[src/verilog/adc_ctrl_pkg.sv]
package adc_ctrl_pkg;

	////////////////////////////////////////////////////////////////////////////////
	// register indices; byte address on the bus is four times the index
	localparam logic [5:0] IDX_RUN_CONTROL  = 6'h00;
	localparam logic [5:0] IDX_ACCUM        = 6'h01;
	localparam logic [5:0] IDX_WINDOW_MODE  = 6'h04;
	localparam logic [5:0] IDX_INPUT_SELECT = 6'h06;
	localparam logic [5:0] IDX_TRIGGER      = 6'h08;
	localparam logic [5:0] IDX_EVENT        = 6'h09;
	localparam logic [5:0] IDX_IRQ_ENABLE   = 6'h0a;
	localparam logic [5:0] IDX_IRQ_FLAGS    = 6'h0b;
	localparam logic [5:0] IDX_HALT         = 6'h0c;
	localparam logic [5:0] IDX_LATCH        = 6'h0d;
	localparam logic [5:0] IDX_RESULT       = 6'h10;
	localparam logic [5:0] IDX_WIN_LOW      = 6'h12;
	localparam logic [5:0] IDX_WIN_HIGH     = 6'h14;
	localparam logic [5:0] IDX_TRIM         = 6'h16;
	localparam logic [5:0] IDX_HIGH_BYTE    = 6'h01;

	////////////////////////////////////////////////////////////////////////////////
	// field positions and widths
	localparam int START_BIT        = 0;
	localparam int FREE_RUN_BIT     = 1;
	localparam int EVENT_START_BIT  = 0;
	localparam int IRQ_WINDOW_BIT   = 1;
	localparam int IRQ_RESULT_BIT   = 0;
	localparam int RUN_HALTED_BIT   = 0;
	localparam int SELECT_W         = 5;
	localparam int WINDOW_MODE_W    = 3;
	localparam int ACCUM_W          = 3;
	localparam int RAW_W            = 10;
	localparam int COUNT_W          = 7;

	////////////////////////////////////////////////////////////////////////////////
	// reset values
	localparam logic [7:0]  BYTE_RESET   = 8'h00;
	localparam logic [7:0]  TRIM_RESET   = 8'h01;
	localparam logic [15:0] WORD_RESET   = 16'h0000;

	////////////////////////////////////////////////////////////////////////////////
	// input selection codes
	localparam logic [4:0] SEL_PIN_LAST = 5'h0f;
	localparam logic [4:0] SEL_DAC      = 5'h1c;
	localparam logic [4:0] SEL_TEMP     = 5'h1e;
	localparam logic [4:0] SEL_GND      = 5'h1f;

	////////////////////////////////////////////////////////////////////////////////
	// window modes and accumulation
	localparam logic [2:0] WIN_NONE    = 3'h0;
	localparam logic [2:0] WIN_BELOW   = 3'h1;
	localparam logic [2:0] WIN_ABOVE   = 3'h2;
	localparam logic [2:0] WIN_INSIDE  = 3'h3;
	localparam logic [2:0] WIN_OUTSIDE = 3'h4;
	localparam logic [2:0] ACC_MAX_CODE = 3'h6;

	localparam logic [9:0]  RAW_MAX   = 10'h3ff;
	localparam logic [9:0]  RAW_MIN   = 10'h000;
	localparam logic [15:0] ACC_LIMIT = 16'hffc0;

	typedef enum logic {
		ST_IDLE,
		ST_SAMPLE
	} conv_state_e;

endpackage : adc_ctrl_pkg

[src/verilog/adc_conversion_control.sv]
`timescale 1ns/1ps
// Notes on behaviour
// RL1 - select code routes pins, dac, temperature, ground
// RL2 - selection changes apply after running conversion
// RL3 - writing start bit launches one measurement
// RL4 - start bit reads one while busy
// RL5 - enabled event input starts a conversion
// RL6 - enable bits: window bit1, result bit0
// RL7 - window flag set on matching complete result
// RL8 - result flag set on every completion
// RL9 - flags clear on write one or result read
// RL10 - debug halt freezes block unless run bit
// RL11 - shared eight-bit latch for wide access
// RL12 - result read-only, low then high byte
// RL13 - raw sample saturates at 0x3ff and 0x000
// RL14 - accumulated result never exceeds 0xffc0
// RL15 - raw ten bits sit in low bits
// RL16 - window compares final accumulated value only
// RL17 - window mode encodings none/below/above/inside/outside
// RL18 - accumulate two to the n samples
// RL19 - low byte access goes through the latch
// RL20 - irq line per source, flag and enable
module adc_conversion_control (
	input  wire logic                         clk_i,          // peripheral clock
	input  wire logic                         rst_i,          // sync reset, high
	input  wire logic                         cyc_i,          // wishbone cycle
	input  wire logic                         stb_i,          // wishbone strobe
	input  wire logic                         we_i,           // wishbone write
	input  wire logic [7:0]                   adr_i,          // byte address
	input  wire logic [3:0]                   sel_i,          // byte lanes
	input  wire logic [31:0]                  dat_i,          // write data
	output logic      [31:0]                  dat_o,          // read data
	output logic                              ack_o,          // wishbone ack
	input  wire logic                         event_i,        // start event pulse
	input  wire logic                         debug_halt_i,   // cpu in break debug
	output logic                              sample_req_o,   // converter request
	input  wire logic                         sample_done_i,  // converter sample ready
	input  wire logic [adc_ctrl_pkg::RAW_W-1:0] sample_data_i, // raw sample
	input  wire logic                         over_range_i,   // input above reference
	input  wire logic                         under_range_i,  // input below zero
	output logic [adc_ctrl_pkg::SELECT_W-1:0] channel_o,      // applied select code
	output logic      [15:0]                  pin_select_o,   // one-hot pin route
	output logic                              dac_reference_input_o, // dac route
	output logic                              temperature_input_o,   // sensor route
	output logic                              ground_select_o,       // ground route
	output logic      [7:0]                   trim_setting_o, // trim byte
	output logic                              irq_result_o,   // result irq
	output logic                              irq_window_o    // window irq
);
	import adc_ctrl_pkg::*;

	////////////////////////////////////////////////////////////////////////////////
	// helpers

	function automatic logic is_limit_low(input logic [5:0] idx);
		is_limit_low = (idx == IDX_WIN_LOW) || (idx == IDX_WIN_HIGH);
	endfunction : is_limit_low

	function automatic logic is_pair_low(input logic [5:0] idx);
		is_pair_low = is_limit_low(idx) || (idx == IDX_RESULT);
	endfunction : is_pair_low

	function automatic logic window_hit(input logic [2:0]  mode,
	                                    input logic [15:0] value,
	                                    input logic [15:0] low,
	                                    input logic [15:0] high);
		case (mode)
			WIN_BELOW:   window_hit = value < low;                        // RL17
			WIN_ABOVE:   window_hit = value > high;                       // RL17
			WIN_INSIDE:  window_hit = (value > low) && (value < high);    // RL17
			WIN_OUTSIDE: window_hit = (value < low) || (value > high);    // RL17
			default:     window_hit = 1'b0;
		endcase
	endfunction : window_hit

	////////////////////////////////////////////////////////////////////////////////
	// state

	conv_state_e                state;
	logic                       free_running;
	logic [ACCUM_W-1:0]         accumulation_count;
	logic [WINDOW_MODE_W-1:0]   window_mode;
	logic [SELECT_W-1:0]        input_select;
	logic                       event_start_enable;
	logic [1:0]                 irq_enable;
	logic [1:0]                 irq_flags;
	logic                       run_while_halted;
	logic [7:0]                 wide_access_latch;
	logic [15:0]                conversion_result;
	logic [15:0]                window_low_limit;
	logic [15:0]                window_high_limit;
	logic [SELECT_W-1:0]        applied_select;
	logic [COUNT_W-1:0]         sample_count;
	logic [15:0]                accumulator;

	logic                       req;
	logic                       wr;
	logic                       rd;
	logic [5:0]                 idx;
	logic [7:0]                 wdat;
	logic [7:0]                 rd_byte;
	logic [7:0]                 pair_high;
	logic                       running;
	logic                       busy;
	logic                       launch;
	logic                       last_sample;
	logic                       finish;
	logic [COUNT_W-1:0]         samples_needed;
	logic [RAW_W-1:0]           clamped;
	logic [16:0]                acc_sum;
	logic [15:0]                next_acc;
	logic [1:0]                 next_flags;

	////////////////////////////////////////////////////////////////////////////////
	// wishbone slave: one wait state, ack one cycle, every address answered

	assign req  = cyc_i && stb_i && !ack_o;
	assign wr   = req && we_i && sel_i[0];
	assign rd   = req && !we_i;
	assign idx  = adr_i[7:2];
	assign wdat = dat_i[7:0];

	always_ff @(posedge clk_i) begin
		if (rst_i) begin
			ack_o <= 1'b0;
		end else begin
			ack_o <= req;
		end
	end

	////////////////////////////////////////////////////////////////////////////////
	// control registers

	always_ff @(posedge clk_i) begin
		if (rst_i) begin
			free_running       <= 1'b0;
			accumulation_count <= ACCUM_W'(BYTE_RESET);
			window_mode        <= WINDOW_MODE_W'(BYTE_RESET);
			input_select       <= SELECT_W'(BYTE_RESET);
			event_start_enable <= 1'b0;
			irq_enable         <= 2'h0;
			run_while_halted   <= 1'b0;
			trim_setting_o     <= TRIM_RESET;
		end else if (wr) begin
			if (idx == IDX_RUN_CONTROL) begin
				free_running <= wdat[FREE_RUN_BIT];
			end else if (idx == IDX_ACCUM) begin
				accumulation_count <= wdat[ACCUM_W-1:0];
			end else if (idx == IDX_WINDOW_MODE) begin
				window_mode <= wdat[WINDOW_MODE_W-1:0];
			end else if (idx == IDX_INPUT_SELECT) begin
				input_select <= wdat[SELECT_W-1:0];
			end else if (idx == IDX_EVENT) begin
				event_start_enable <= wdat[EVENT_START_BIT];
			end else if (idx == IDX_IRQ_ENABLE) begin
				irq_enable[IRQ_WINDOW_BIT] <= wdat[IRQ_WINDOW_BIT]; // RL6
				irq_enable[IRQ_RESULT_BIT] <= wdat[IRQ_RESULT_BIT]; // RL6
			end else if (idx == IDX_HALT) begin
				run_while_halted <= wdat[RUN_HALTED_BIT];
			end else if (idx == IDX_TRIM) begin
				trim_setting_o <= wdat;
			end
		end
	end

	////////////////////////////////////////////////////////////////////////////////
	// sixteen-bit access through the shared latch

	always_comb begin
		if (idx == IDX_RESULT) begin
			pair_high = conversion_result[15:8];
		end else if (idx == IDX_WIN_LOW) begin
			pair_high = window_low_limit[15:8];
		end else begin
			pair_high = window_high_limit[15:8];
		end
	end

	always_ff @(posedge clk_i) begin
		if (rst_i) begin
			wide_access_latch <= BYTE_RESET;
		end else if (wr && ((idx == IDX_LATCH) || is_limit_low(idx))) begin
			wide_access_latch <= wdat; // RL11 RL19
		end else if (rd && is_pair_low(idx)) begin
			wide_access_latch <= pair_high; // RL19
		end
	end

	// high-byte write commits both bytes at once so the comparator never sees half a limit
	always_ff @(posedge clk_i) begin
		if (rst_i) begin
			window_low_limit  <= WORD_RESET;
			window_high_limit <= WORD_RESET;
		end else if (wr && (idx == IDX_WIN_LOW + IDX_HIGH_BYTE)) begin
			window_low_limit <= {wdat, wide_access_latch}; // RL19
		end else if (wr && (idx == IDX_WIN_HIGH + IDX_HIGH_BYTE)) begin
			window_high_limit <= {wdat, wide_access_latch}; // RL19
		end
	end

	////////////////////////////////////////////////////////////////////////////////
	// read mux

	always_comb begin
		rd_byte = BYTE_RESET;
		if (idx == IDX_RUN_CONTROL) begin
			rd_byte[FREE_RUN_BIT] = free_running;
			rd_byte[START_BIT]    = busy; // RL4
		end else if (idx == IDX_ACCUM) begin
			rd_byte[ACCUM_W-1:0] = accumulation_count;
		end else if (idx == IDX_WINDOW_MODE) begin
			rd_byte[WINDOW_MODE_W-1:0] = window_mode;
		end else if (idx == IDX_INPUT_SELECT) begin
			rd_byte[SELECT_W-1:0] = input_select;
		end else if (idx == IDX_TRIGGER) begin
			rd_byte[START_BIT] = busy; // RL4
		end else if (idx == IDX_EVENT) begin
			rd_byte[EVENT_START_BIT] = event_start_enable;
		end else if (idx == IDX_IRQ_ENABLE) begin
			rd_byte[1:0] = irq_enable;
		end else if (idx == IDX_IRQ_FLAGS) begin
			rd_byte[1:0] = irq_flags;
		end else if (idx == IDX_HALT) begin
			rd_byte[RUN_HALTED_BIT] = run_while_halted;
		end else if (idx == IDX_LATCH) begin
			rd_byte = wide_access_latch;
		end else if (idx == IDX_RESULT) begin
			rd_byte = conversion_result[7:0]; // RL12
		end else if (idx == IDX_WIN_LOW) begin
			rd_byte = window_low_limit[7:0];
		end else if (idx == IDX_WIN_HIGH) begin
			rd_byte = window_high_limit[7:0];
		end else if ((idx == IDX_RESULT + IDX_HIGH_BYTE) ||
		             (idx == IDX_WIN_LOW + IDX_HIGH_BYTE) ||
		             (idx == IDX_WIN_HIGH + IDX_HIGH_BYTE)) begin
			rd_byte = wide_access_latch; // RL12 RL19
		end else if (idx == IDX_TRIM) begin
			rd_byte = trim_setting_o;
		end
	end

	always_ff @(posedge clk_i) begin
		if (rst_i) begin
			dat_o <= 32'h0000_0000;
		end else if (rd) begin
			dat_o <= {24'h00_0000, rd_byte};
		end
	end

	////////////////////////////////////////////////////////////////////////////////
	// conversion sequencing

	assign running = !debug_halt_i || run_while_halted; // RL10
	assign busy    = (state != ST_IDLE);
	assign launch  = running && !busy &&
	                 ((wr && (idx == IDX_TRIGGER) && wdat[START_BIT]) || // RL3
	                  (event_start_enable && event_i));                  // RL5 RL10

	// reserved code 7 falls back to a single sample
	assign samples_needed = (accumulation_count > ACC_MAX_CODE) ? COUNT_W'(1) :
	                        COUNT_W'(COUNT_W'(1) << accumulation_count); // RL18
	assign last_sample    = (sample_count == samples_needed - COUNT_W'(1));
	assign finish         = running && (state == ST_SAMPLE) && sample_done_i && last_sample;

	// range flags override the sample so an out-of-range input still lands on a rail
	assign clamped  = over_range_i  ? RAW_MAX :
	                  under_range_i ? RAW_MIN : sample_data_i; // RL13
	assign acc_sum  = {1'b0, accumulator} + {7'h00, clamped}; // RL15
	assign next_acc = (acc_sum > {1'b0, ACC_LIMIT}) ? ACC_LIMIT : acc_sum[15:0]; // RL14

	assign sample_req_o = running && (state == ST_SAMPLE);

	always_ff @(posedge clk_i) begin
		if (rst_i) begin
			state        <= ST_IDLE;
			sample_count <= COUNT_W'(0);
			accumulator  <= WORD_RESET;
		end else if (running) begin
			case (state)
				ST_IDLE: begin
					if (launch) begin
						state        <= ST_SAMPLE; // RL3
						sample_count <= COUNT_W'(0);
						accumulator  <= WORD_RESET;
					end
				end
				ST_SAMPLE: begin
					if (sample_done_i && last_sample) begin
						sample_count <= COUNT_W'(0);
						accumulator  <= WORD_RESET;
						if (!free_running) begin
							state <= ST_IDLE; // RL4
						end
					end else if (sample_done_i) begin
						sample_count <= sample_count + COUNT_W'(1); // RL18
						accumulator  <= next_acc;
					end
				end
				default: begin
					state <= ST_IDLE;
				end
			endcase
		end
	end

	always_ff @(posedge clk_i) begin
		if (rst_i) begin
			conversion_result <= WORD_RESET;
		end else if (finish) begin
			conversion_result <= next_acc; // RL15 RL18
		end
	end

	// selection is taken only between conversions
	always_ff @(posedge clk_i) begin
		if (rst_i) begin
			applied_select <= SELECT_W'(BYTE_RESET);
		end else if (!busy || finish) begin
			applied_select <= input_select; // RL2
		end
	end

	always_ff @(posedge clk_i) begin
		if (rst_i) begin
			channel_o             <= SELECT_W'(BYTE_RESET);
			pin_select_o          <= 16'h0000;
			dac_reference_input_o <= 1'b0;
			temperature_input_o   <= 1'b0;
			ground_select_o       <= 1'b0;
		end else begin
			channel_o <= applied_select;
			for (int i = 0; i < 16; i++) begin
				pin_select_o[i] <= (applied_select <= SEL_PIN_LAST) &&
				                   (applied_select[3:0] == 4'(i)); // RL1
			end
			dac_reference_input_o <= (applied_select == SEL_DAC);  // RL1
			temperature_input_o   <= (applied_select == SEL_TEMP); // RL1
			ground_select_o       <= (applied_select == SEL_GND);  // RL1
		end
	end

	////////////////////////////////////////////////////////////////////////////////
	// flags: a completion in the same cycle as a clear leaves the flag set

	always_comb begin
		next_flags = irq_flags;
		if (wr && (idx == IDX_IRQ_FLAGS)) begin
			next_flags = irq_flags & ~wdat[1:0]; // RL9
		end
		if (rd && ((idx == IDX_RESULT) || (idx == IDX_RESULT + IDX_HIGH_BYTE))) begin
			next_flags = 2'h0; // RL9
		end
		if (finish) begin
			next_flags[IRQ_RESULT_BIT] = 1'b1; // RL8
			if (window_hit(window_mode, next_acc, window_low_limit, window_high_limit)) begin
				next_flags[IRQ_WINDOW_BIT] = 1'b1; // RL7 RL16
			end
		end
	end

	always_ff @(posedge clk_i) begin
		if (rst_i) begin
			irq_flags <= 2'h0;
		end else begin
			irq_flags <= next_flags;
		end
	end

	assign irq_result_o = irq_flags[IRQ_RESULT_BIT] && irq_enable[IRQ_RESULT_BIT]; // RL20
	assign irq_window_o = irq_flags[IRQ_WINDOW_BIT] && irq_enable[IRQ_WINDOW_BIT]; // RL20

endmodule : adc_conversion_control

[config.mk]
export PLATFORM = sky130hd
export DESIGN_NAME = adc_conversion_control
export DESIGN_NICKNAME = d
export VERILOG_FILES = /design/src/verilog/adc_ctrl_pkg.sv /design/src/verilog/adc_conversion_control.sv
export SDC_FILE = /design/constraint.sdc
export NUM_CORES = 1
export LEC_CHECK = 0
export BUFFER_PORTS_ARGS = -buffer_cell sky130_fd_sc_hd__buf_2
export CAP_MARGIN = 20
export CORE_MARGIN = 2
export CORE_UTILIZATION = 38
export CTS_CLUSTER_DIAMETER = 80
export DETAILED_ROUTE_END_ITERATION = 10
export SLEW_MARGIN = 40
export SYNTH_ARGS = -nofsm -noshare
export SYNTH_HDL_FRONTEND = slang
export SYNTH_SLANG_ARGS = --single-unit
[constraint.sdc]
create_clock -name clk_i -period 6.76 [get_ports clk_i]
set_input_delay 0.338 -clock clk_i [delete_from_list [all_inputs] [get_ports clk_i]]
set_output_delay 0.338 -clock clk_i [all_outputs]
set_load 0.01 [all_outputs]
==> out/results.ini, run 1 <==
[outcome]
outcome = completed

[logic_synthesis]
yosys-top-cells-count = 144 x dfxtp_1, 132 x nor2_1, 124 x nand2_1, 81 x a21oi_1, 51 x clkbuf_1
syn_inst = 1010
yosysSeqAreaShare_pct = 35.6
syn-mean-instance-area_um2 = 8.01
netlist_area_um2 = 8090
synth_mux_area_share_pct = 4.46
synthSimpleGateAreaFrac_pct = 21.8
yosys_warnings = 0
synth_compound_area_share_pct = 21.4
synthAdderAreaFrac_pct = 6.75
yosysMostFrequentCell = dfxtp_1
synth.distinct_cells = 75
synth-xor-area-share_pct = 3.03
synth_top_family_by_area = simple AND/OR/NAND/NOR gates
netlist.top_cell.by_area = dfxtp_1
ys.flop_type = dfxtp_1
yosysTopAreaCellShare_pct = 35.6
async_reset_ff_share_pct = 0
ys_ff_latch = 144
ys_top_cells_by_area = dfxtp_1 36%, ha_1 6.5%, nor2_1 6.1%, nand2_1 5.8%, a21oi_1 5.0%
synth_edf_count = 0

[sta]
rsz0062_at_grt = false
skew_ns = 0.0106
hold_viol_final = 0
drv_slew = 0
worstMarginPinSlew_ns = 0.828
finalSetupTns_ns = 0
slew_headroom_pct = 44.8
fin_crit_ns = 5.12
fin_crit_sh_pct = 75.7
max_freq_mhz = 195
setup_viol = 0

[route]
viasPerCell = 5.38
drt_iter0_drc = 433
drt_pre_antenna_iters = 5
routed_wl_um = 22500
vias = 7250
ant_nets = 0
drc = 0
wl_per_cell_um = 16.7

[worst_hold_path]
hold_path.class = in -> reg
hold_start = dat_i[6]
whs_path_depth = 3
min_to = window_low_limit[14]$_SDFFE_PP0P_

[place]
gp_congestion = 0.892
placed_cell_area_um2 = 8600
post-dp-hpwl_um = 16300
portBuffers = 78

[floorplan]
pin_count = 132
fp.dieH_um = 150
core-area_um2 = 21000
rows = 53
die_x_um = 150
dieArea_um2 = 22500
initial_core_util_pct = 38.6

[finish]
final_area_um2 = 9170
utilization_pct = 43.8
layout-area-overhead-vs-synth_pct = 13.4
diodes = 0
fin_nets = 1166
drive_gt1_share_pct = 12.4

[global_route]
grt_usage_pct = 20.2
grt_use_met3_pct = 3.20
grt_max_degree = 81
antenna_found_initial = 0
grt_pass1_vias = 6791
grt_use_met1_pct = 26.5
grt_util_met2_pct = 33.2
grt_pass1_wl_um = 35900
grt_overflow_total = 0
grt.busiest_layer = met2

[clocking]
cts_tree = built
ctsResizeCount = 0
clkLatencyLatePin_ns = 0.43
clockBufferDepth = 2
postCtsSetupRepairBufs = 0
clock_sinks = 144
hold_buffers = 0
clkTransAtPathRegs_ns = 0.07
htreeDepth = 4
ctsRootBufferMaster = clkbuf_16
cts_made_buffers = 17

[critical_path]
cp_max_fo = 17
r2r-start = accumulator[0]$_SDFFE_PP0P_
cp.arrival_ns = 5.47
crit_type = reg -> reg
ff2ff_setup_slack_ns = 1.64
start_kind = flip-flop
cp.required_ns = 7.12
r2r_end = irq_flags[1]$_SDFF_PP0_
r2r_cells = 20
end_kind = flip-flop

[flow_run]
drv_cap = 0

[pwr]
p_leak_nw = 3.53
power_density_nw_per_um2 = 206
peakVddDrop_uv = 167

[logic make-up after synthesis]
family,Yosys count
mux,36
flops,144
simple gates,382
xor+xnor,28
fa+ha+maj,43
other cells,1
buf+inv,124
compound gates,252
[placed cells by master, fill, tap and decap left out, types with 5 or more instances in the layout]
cell and n:
ha_1 42, buf_2 77, inv_8 5, xnor2_1 12
o21ai_0 23, conb_1 24, nand2_1 124, a22oi_1 33
nand3_1 11, nor3_1 23, a221oi_1 5, and3_1 15
nand4_1 13, nor2b_1 15, xor2_1 16, buf_4 9
mux2i_1 36, nand2b_1 9, o211ai_1 9, dfxtp_1 144
a311oi_1 9, nor4_1 6, clkbuf_16 17, a21o_1 32
a31oi_1 7, nor2_1 132, a21oi_1 81, inv_1 43
nand3b_1 9
[sequential cells by signal (all words and copies together) (netlist names), 5 cells and up]
signal             count
accumulator           16
conversion_result     16
pin_select_o          16
window_high_limit     16
window_low_limit      16
dat_o                  8
trim_setting_o         8
wide_access_latch      8
sample_count           7
applied_select         5
channel_o              5
input_select           5
[where the power goes]
group          internal [mW]  total, mW  switching, mW
Clock                  0.488      0.909          0.421
Combinational         0.0407      0.127         0.0864
Sequential             0.850      0.850       0.000935
Total                   1.38       1.89          0.508
[how the worst max path moves through the flow]
| stage | slack, ns | startpoint | endpoint | cells after the start |
|---|---|---|---|---|
| finish | 1.64 | accumulator[0]$_SDFFE_PP0P_ | irq_flags[1]$_SDFF_PP0_ | 20 |
| global route | 1.11 | under_range_i | irq_flags[1]$_SDFF_PP0_ | 23 |
| CTS | 1.60 | under_range_i | irq_flags[1]$_SDFF_PP0_ | 23 |
| detailed placement | 1.21 | under_range_i | irq_flags[1]$_SDFF_PP0_ | 23 |
| global placement | 1.24 | under_range_i | irq_flags[1]$_SDFF_PP0_ | 23 |
| floorplan | 1.92 | over_range_i | irq_flags[1]$_SDFF_PP0_ | 23 |
[layer usage]
layer / share of wire, % / vias up
met5: 0 / -
met4: 2.7 / 0
met3: 3.9 / 41
met2: 47 / 170
met1: 47 / 3407
li1: - / 3632
[final cells by class]
type / count / area [um2]
Timing Repair Buffer: 87 / 464
Sequential cell: 144 / 2880
Multi-Input combinational cell: 765 / 4750
Tap cell: 275 / 344
Fill cell: 2131 / 11800
Inverter: 44 / 165
Clock buffer: 17 / 425
Clock inverter: 15 / 141
[worst max-delay path, cell delays in order (launching register included)]
cell and delay (ns):
dfxtp_1 0.34, ha_1 0.23, inv_1 0.07, fa_1 0.42, nand2b_1 0.18, a21oi_1 0.29
o21ai_1 0.17, nand2_1 0.18, nand3_1 0.44, o21ai_0 0.47, ha_1 0.37, a21o_1 0.16
a21o_1 0.17, a21o_1 0.17, a21oi_1 0.16, nor2_1 0.07, a211oi_1 0.34, o211ai_1 0.15
a2bb2oi_1 0.18, a311o_1 0.35, o211ai_2 0.13
[metrics by stage]
stage	setup WS, ns	hold slack [ns]	power, mW	instances
final	1.64	0.205	1.89	1347
after detailed placement	1.21	0.445	0.996	1315
after global routing	1.11	0.208	1.96	1347
after CTS	1.60	0.198	1.91	1347
after floorplan	1.92	0.432	0.965	1033
after global placement	1.24	0.438	0.995	1314
No activity file was read; power rests on OpenSTA's default activity.
==> run 2, diff against run 1 <==
==> constraint.sdc (replaced) <==
create_clock -name clk_i -period 4.54 [get_ports clk_i]
set_input_delay 0.227 -clock clk_i [delete_from_list [all_inputs] [get_ports clk_i]]
set_output_delay 0.227 -clock clk_i [all_outputs]
set_load 0.01 [all_outputs]
==> run 2 against run 1 <==
- wire length grew 1.6%
- utilization grew 2.4 points
- die area is the same
- worst hold slack lost 0.11 ns
- count of clock-buffer cells in the layout is the same
- total power grew 50%
- critical path depth grew 1
- via count grew 4.0%
- largest cell class unchanged
- largest power group unchanged
- highest routed layer unchanged
==> out/results.ini, run 2 (same netlist as run 1, synthesis figures left out) <==
[outcome]
outcome = completed

[pwr]
power.internal_mw = 2.07
p_leak_nw = 3.82
p_sw_share_pct = 26.7
comb_power_share_pct = 7.5
p_clk_share_pct = 47.7
power.switching_uw = 753
peakVddDrop_uv = 243
power_mw = 2.82
p_seq_share_pct = 44.9
power_density_nw_per_um2 = 292

[route]
routed_wl_um = 22800
drc = 0
vias = 7540
drt_iter0_drc = 590
drt_pre_antenna_iters = 5
wl_per_cell_um = 16.3
ant_nets = 0
viasPerCell = 5.38

[critical_path]
crit_start = accumulator[0]$_SDFFE_PP0P_
end_kind = flip-flop
cp.required_ns = 4.89
r2r_cells = 21
crit_type = reg -> reg
endpoint = irq_flags[1]$_SDFF_PP0_
start_kind = flip-flop
r2r-start = accumulator[0]$_SDFFE_PP0P_
cp.arrival_ns = 4.62
ff2ff_setup_slack_ns = 0.27
cp_max_fo = 6
r2r_end = irq_flags[1]$_SDFF_PP0_

[floorplan]
fp.dieH_um = 150
pin_count = 132
core-area_um2 = 21000
die_x_um = 150
dieArea_um2 = 22500
rows = 53
initial_core_util_pct = 38.6

[sta]
slew_headroom_pct = 37.2
max_freq_mhz = 234
rsz0062_at_grt = false
skew_ns = 0.00832
hold_viol_final = 0
fin_crit_sh_pct = 94.1
fin_crit_ns = 4.27
fin_ws_ns = 0.267
worstMarginPinSlew_ns = 0.934
setup_viol = 0
drv_slew = 0

[finish]
fin_nets = 1221
diodes = 0
instances_no_fill = 1402
layout-area-overhead-vs-synth_pct = 19.6
fill_cells = 2091
drive_gt1_share_pct = 17.8
final_common_cell = dfxtp_1
register_area_um2 = 2880
layout_common_cells = 144 x dfxtp_1, 132 x nor2_1, 123 x nand2_1
multi_input_comb_area_um2 = 4820

[clocking]
clock_sinks = 144
hold_buffers = 0
clockBufferDepth = 2
cts_tree = built
clkLatencyLatePin_ns = 0.42
htreeDepth = 4
clkTransAtPathRegs_ns = 0.07
cts_made_buffers = 17
ctsRootBufferMaster = clkbuf_16

[place]
portBuffers = 78
place_ws_ns = -0.294
place_inst = 1367
post-dp-hpwl_um = 16800
gp_congestion = 0.880

[global_route]
grt_usage_pct = 20.5
grt_max_degree = 76
grt_overflow_total = 0
grt_pass1_wl_um = 36300
antenna_found_initial = 0
grt_pass1_vias = 7106

[flow_run]
drv_cap = 0

[worst_hold_path]
hold_path.class = in -> reg

-- run 2: cell count changes in the layout (fill, tap and decap cells not counted), sizes merged --
cell | before | now
buf | 87 | 142
inv | 52 | 50
clkinv | 5 | 6
clkinvlp | 2 | 3
-- run 2: repair_timing --
item / in CTS / in global routing
setup endpoints to repair: 0 / 1
hold endpoints to repair: 0 / 0
buffers inserted: 0 / 1
resized for setup: 0 / 13
-- run 2: power groups by stage --
stage	Combinational (mW)	Sequential [mW]	Clock (mW)
floorplan	0.141	1.30	0
global placement	0.202	1.30	0
detailed placement	0.203	1.30	0
CTS	0.204	1.27	1.37
global route	0.234	1.27	1.42
finish	0.211	1.27	1.35
-- run 2: how the worst min path moves through the flow --
stage	from	end	slack, ns	cells past startpoint
2_1_floorplan	dat_i[2]	window_high_limit[10]$_SDFFE_PP0P_	0.37	2
3_3_place_gp	window_high_limit[3]$_SDFFE_PP0P_	window_high_limit[3]$_SDFFE_PP0P_	0.44	2
3_5_place_dp	window_low_limit[10]$_SDFFE_PP0P_	window_low_limit[10]$_SDFFE_PP0P_	0.44	2
4_1_cts	dat_i[7]	window_low_limit[15]$_SDFFE_PP0P_	0.08	3
5_1_grt	dat_i[7]	window_low_limit[15]$_SDFFE_PP0P_	0.08	3
6_report	dat_i[7]	window_low_limit[15]$_SDFFE_PP0P_	0.09	3
-- run 2: critical path: stages, from the launching register on --
cell	delay, ns
dfxtp_1	0.36
ha_2	0.22
inv_1	0.06
fa_1	0.38
nand2b_4	0.17
a21oi_4	0.20
o21ai_2	0.11
buf_4	0.15
a211o_1	0.24
nand3b_1	0.12
nand4_2	0.13
and2_2	0.29
nand2_1	0.14
ha_1	0.27
a21oi_1	0.13
nor2_1	0.08
a211oi_2	0.26
buf_4	0.17
o211ai_1	0.07
a2bb2oi_1	0.16
a311o_1	0.34
o211ai_2	0.14
-- run 2: cell type report --
type,instances,share of cell area [%]
clock inverters,15,1.51
multi-input cells,765,49.8
clock buffers,17,4.40
inverters,44,1.75
repair buffers,142,9.16
flip-flops and latches,144,29.8
well taps,275,3.56
-- run 2: per-stage QoR --
step / setup TNS, ns / util [%] / hold WS, ns / cell area, um2
floorplan: 0 / - / 0.367 / 8180
global placement: -0.216 / 42.9 / 0.440 / 8990
detailed placement: -0.294 / 42.9 / 0.445 / 9000
CTS: 0 / 45.7 / 0.0805 / 9570
global route: 0 / 46.2 / 0.0819 / 9670
finish: 0 / 46.2 / 0.0906 / 9670
-- run 2: metal layers --
metal / wire length, um / share of wire [%] / global-route usage, % / vias to the layer above
met3: 1080 / 4.7 / 3.41 / 23
li1: - / - / - / 3743
met2: 11400 / 50 / 35.7 / 194
met1: 10100 / 44 / 26.1 / 3580
met4: 297 / 1.3 / 5.80 / 0
met5: 0 / 0 / 0 / -
==> run 3, diff against run 2 <==
--- a/config.mk
+++ b/config.mk
@@ -11,6 +11,7 @@
 export CORE_UTILIZATION = 38
 export CTS_CLUSTER_DIAMETER = 80
 export DETAILED_ROUTE_END_ITERATION = 10
+export RECOVER_POWER = 50
 export SLEW_MARGIN = 40
 export SYNTH_ARGS = -nofsm -noshare
 export SYNTH_HDL_FRONTEND = slang
==> run 3 against run 2 <==
- the run now ends with max-capacitance violations, max-slew violations left
- clock power about the same
- first-iteration DRC count shrank 4.9%
- sequential power is essentially flat
- worst hold slack improved by 0.0048 ns
- utilization down 0.41 points
- die area unchanged
- critical endpoint unchanged
- largest power group unchanged
==> out/results.ini, run 3 (same netlist as run 1, synthesis figures left out) <==
[floorplan]
rows = 53
initial_core_util_pct = 38.6
fp.dieH_um = 150
core-area_um2 = 21000
die_x_um = 150
dieArea_um2 = 22500
pin_count = 132

[route]
vias = 7497
wl_per_cell_um = 16.3
drt_iter0_drc = 561
routed_wl_um = 22800
drc = 0
ant_nets = 0
viasPerCell = 5.35
drt_pre_antenna_iters = 5

[global_route]
grt_pass1_wl_um = 36300
grt_overflow_total = 0
grt.busiest_layer = met2
grt_max_degree = 76
grt_pass1_vias = 7106
grt_util_met2_pct = 35.7
grt_use_met3_pct = 3.41
grt_use_met1_pct = 26.1
antenna_found_initial = 0
grt_usage_pct = 20.5

[critical_path]
start_kind = flip-flop
crit_path_top_delay_cell = or4b_1
ff2ff_setup_slack_ns = 0.27
cp_max_fo = 4
crit_chain = ha_2 > inv_1 > fa_1 > nand2b_4 > a21oi_4 > o21ai_2 > buf_4 > a211o_1 > nand3b_1 > nand4_2 > nand2_1 > nor2_1 > ha_1 > a21o_1 > a21o_1 > a21oi_1 > nand2_1 > a21o_1 > or4b_1 > a21oi_1 > a21oi_1 > o211ai_2
cp.arrival_ns = 4.63
cp_num_buf_inv = 2
cp_top_family = compound AO/OA/AOI/OAI gates
cpPeakStageDelay_ns = 0.46
cp.required_ns = 4.89
crit_type = reg -> reg
end_kind = flip-flop

[sta]
drv_slew = 78
rsz0062_at_grt = false
fin_crit_ns = 4.27
worstMarginPinSlew_ns = 1.70
skew_ns = 0.00951
hold_ws_ns = 0.0954
setup_viol = 0
hold_viol_final = 0
fin_ws_ns = 0.266
fin_crit_sh_pct = 94.1
max_freq_mhz = 234
slew_headroom_pct = -13.1

[finish]
layout_common_cells = 144 x dfxtp_1, 132 x nor2_1, 123 x nand2_1
diodes = 0
final_area_um2 = 9590
drive_gt1_share_pct = 13.6
layout-area-overhead-vs-synth_pct = 18.6
fin_nets = 1221
final_common_cell = dfxtp_1
fill_cells = 2121
instances_no_fill = 1402
utilization_pct = 45.7

[place]
place_inst = 1367
post-dp-hpwl_um = 16800
gp_congestion = 0.880
portBuffers = 78
place_ws_ns = -0.294
placed_cell_area_um2 = 9000

[clocking]
cts_tree = built
clkLatencyLatePin_ns = 0.43
clockBufferDepth = 2
clock_sinks = 144
hold_buffers = 0
cts_made_buffers = 17
htreeDepth = 4
clkTransAtPathRegs_ns = 0.07
ctsRootBufferMaster = clkbuf_16

[worst_hold_path]
hold_path.class = in -> reg

[pwr]
p_leak_nw = 3.61
power_density_nw_per_um2 = 294
peakVddDrop_uv = 243

[outcome]
outcome = finished with violations
violations = max-capacitance violations, max-slew violations

[flow_run]
drv_cap = 2

## run 3: changes by cell type in the layout (fill, tap and decap cells not counted)
| cell | change |
|---|---|
| nor4_2 | -1 |
| buf_4 | -2 |
| buf_12 | -1 |
| nor4_1 | +1 |
| clkbuf_1 | +47 |
| buf_2 | -44 |
## run 3: timing repair
action | in CTS | in global routing
resized for setup | 0 | 13
buffers inserted | 0 | 1
endpoints found under the hold margin | 0 | 0
endpoints found under the setup margin | 0 | 1
## run 3: metal layers
metal  wire (um)  part of all wire, %
met3        1090                  4.8
met5           0                    0
met4         337                  1.5
met2       11300                   50
met1       10100                   44
## run 3: worst paths after layout
| kind | from | cells past startpoint | end |
|---|---|---|---|
| setup / recovery | accumulator[0]$_SDFFE_PP0P_ | 22 | irq_flags[1]$_SDFF_PP0_ |
| hold / removal | dat_i[7] | 3 | window_low_limit[15]$_SDFFE_PP0P_ |
| setup reg to reg | accumulator[0]$_SDFFE_PP0P_ | 22 | irq_flags[1]$_SDFF_PP0_ |
| hold reg to reg | window_low_limit[14]$_SDFFE_PP0P_ | 2 | window_low_limit[14]$_SDFFE_PP0P_ |
## run 3: worst min-delay path, cell delays in order
cell and delay [ns]:
buf_2 0.13, nand2_1 0.06, a21oi_1 0.05
## run 3: cell type report
type	count	area, um2	area share (%)
Tap cell	275	344	3.59
Sequential cell	144	2880	30.1
Clock buffer	17	425	4.44
Multi-Input combinational cell	765	4810	50.2
Inverter	44	169	1.76
Timing Repair Buffer	142	807	8.42
Clock inverter	15	146	1.53
## run 3: metrics by stage
stage / TNS (ns) / power [mW]
2_1_floorplan: 0 / 1.44
3_3_place_gp: -0.216 / 1.50
3_5_place_dp: -0.294 / 1.50
4_1_cts: 0 / 2.84
5_1_grt: 0 / 2.92
6_report: 0 / 2.82
## run 3: where the power goes
| group | internal (mW) | switching, mW |
|---|---|---|
| clock network | 0.726 | 0.622 |
| logic | 0.0758 | 0.133 |
| registers | 1.27 | 0.00144 |
| total | 2.07 | 0.756 |
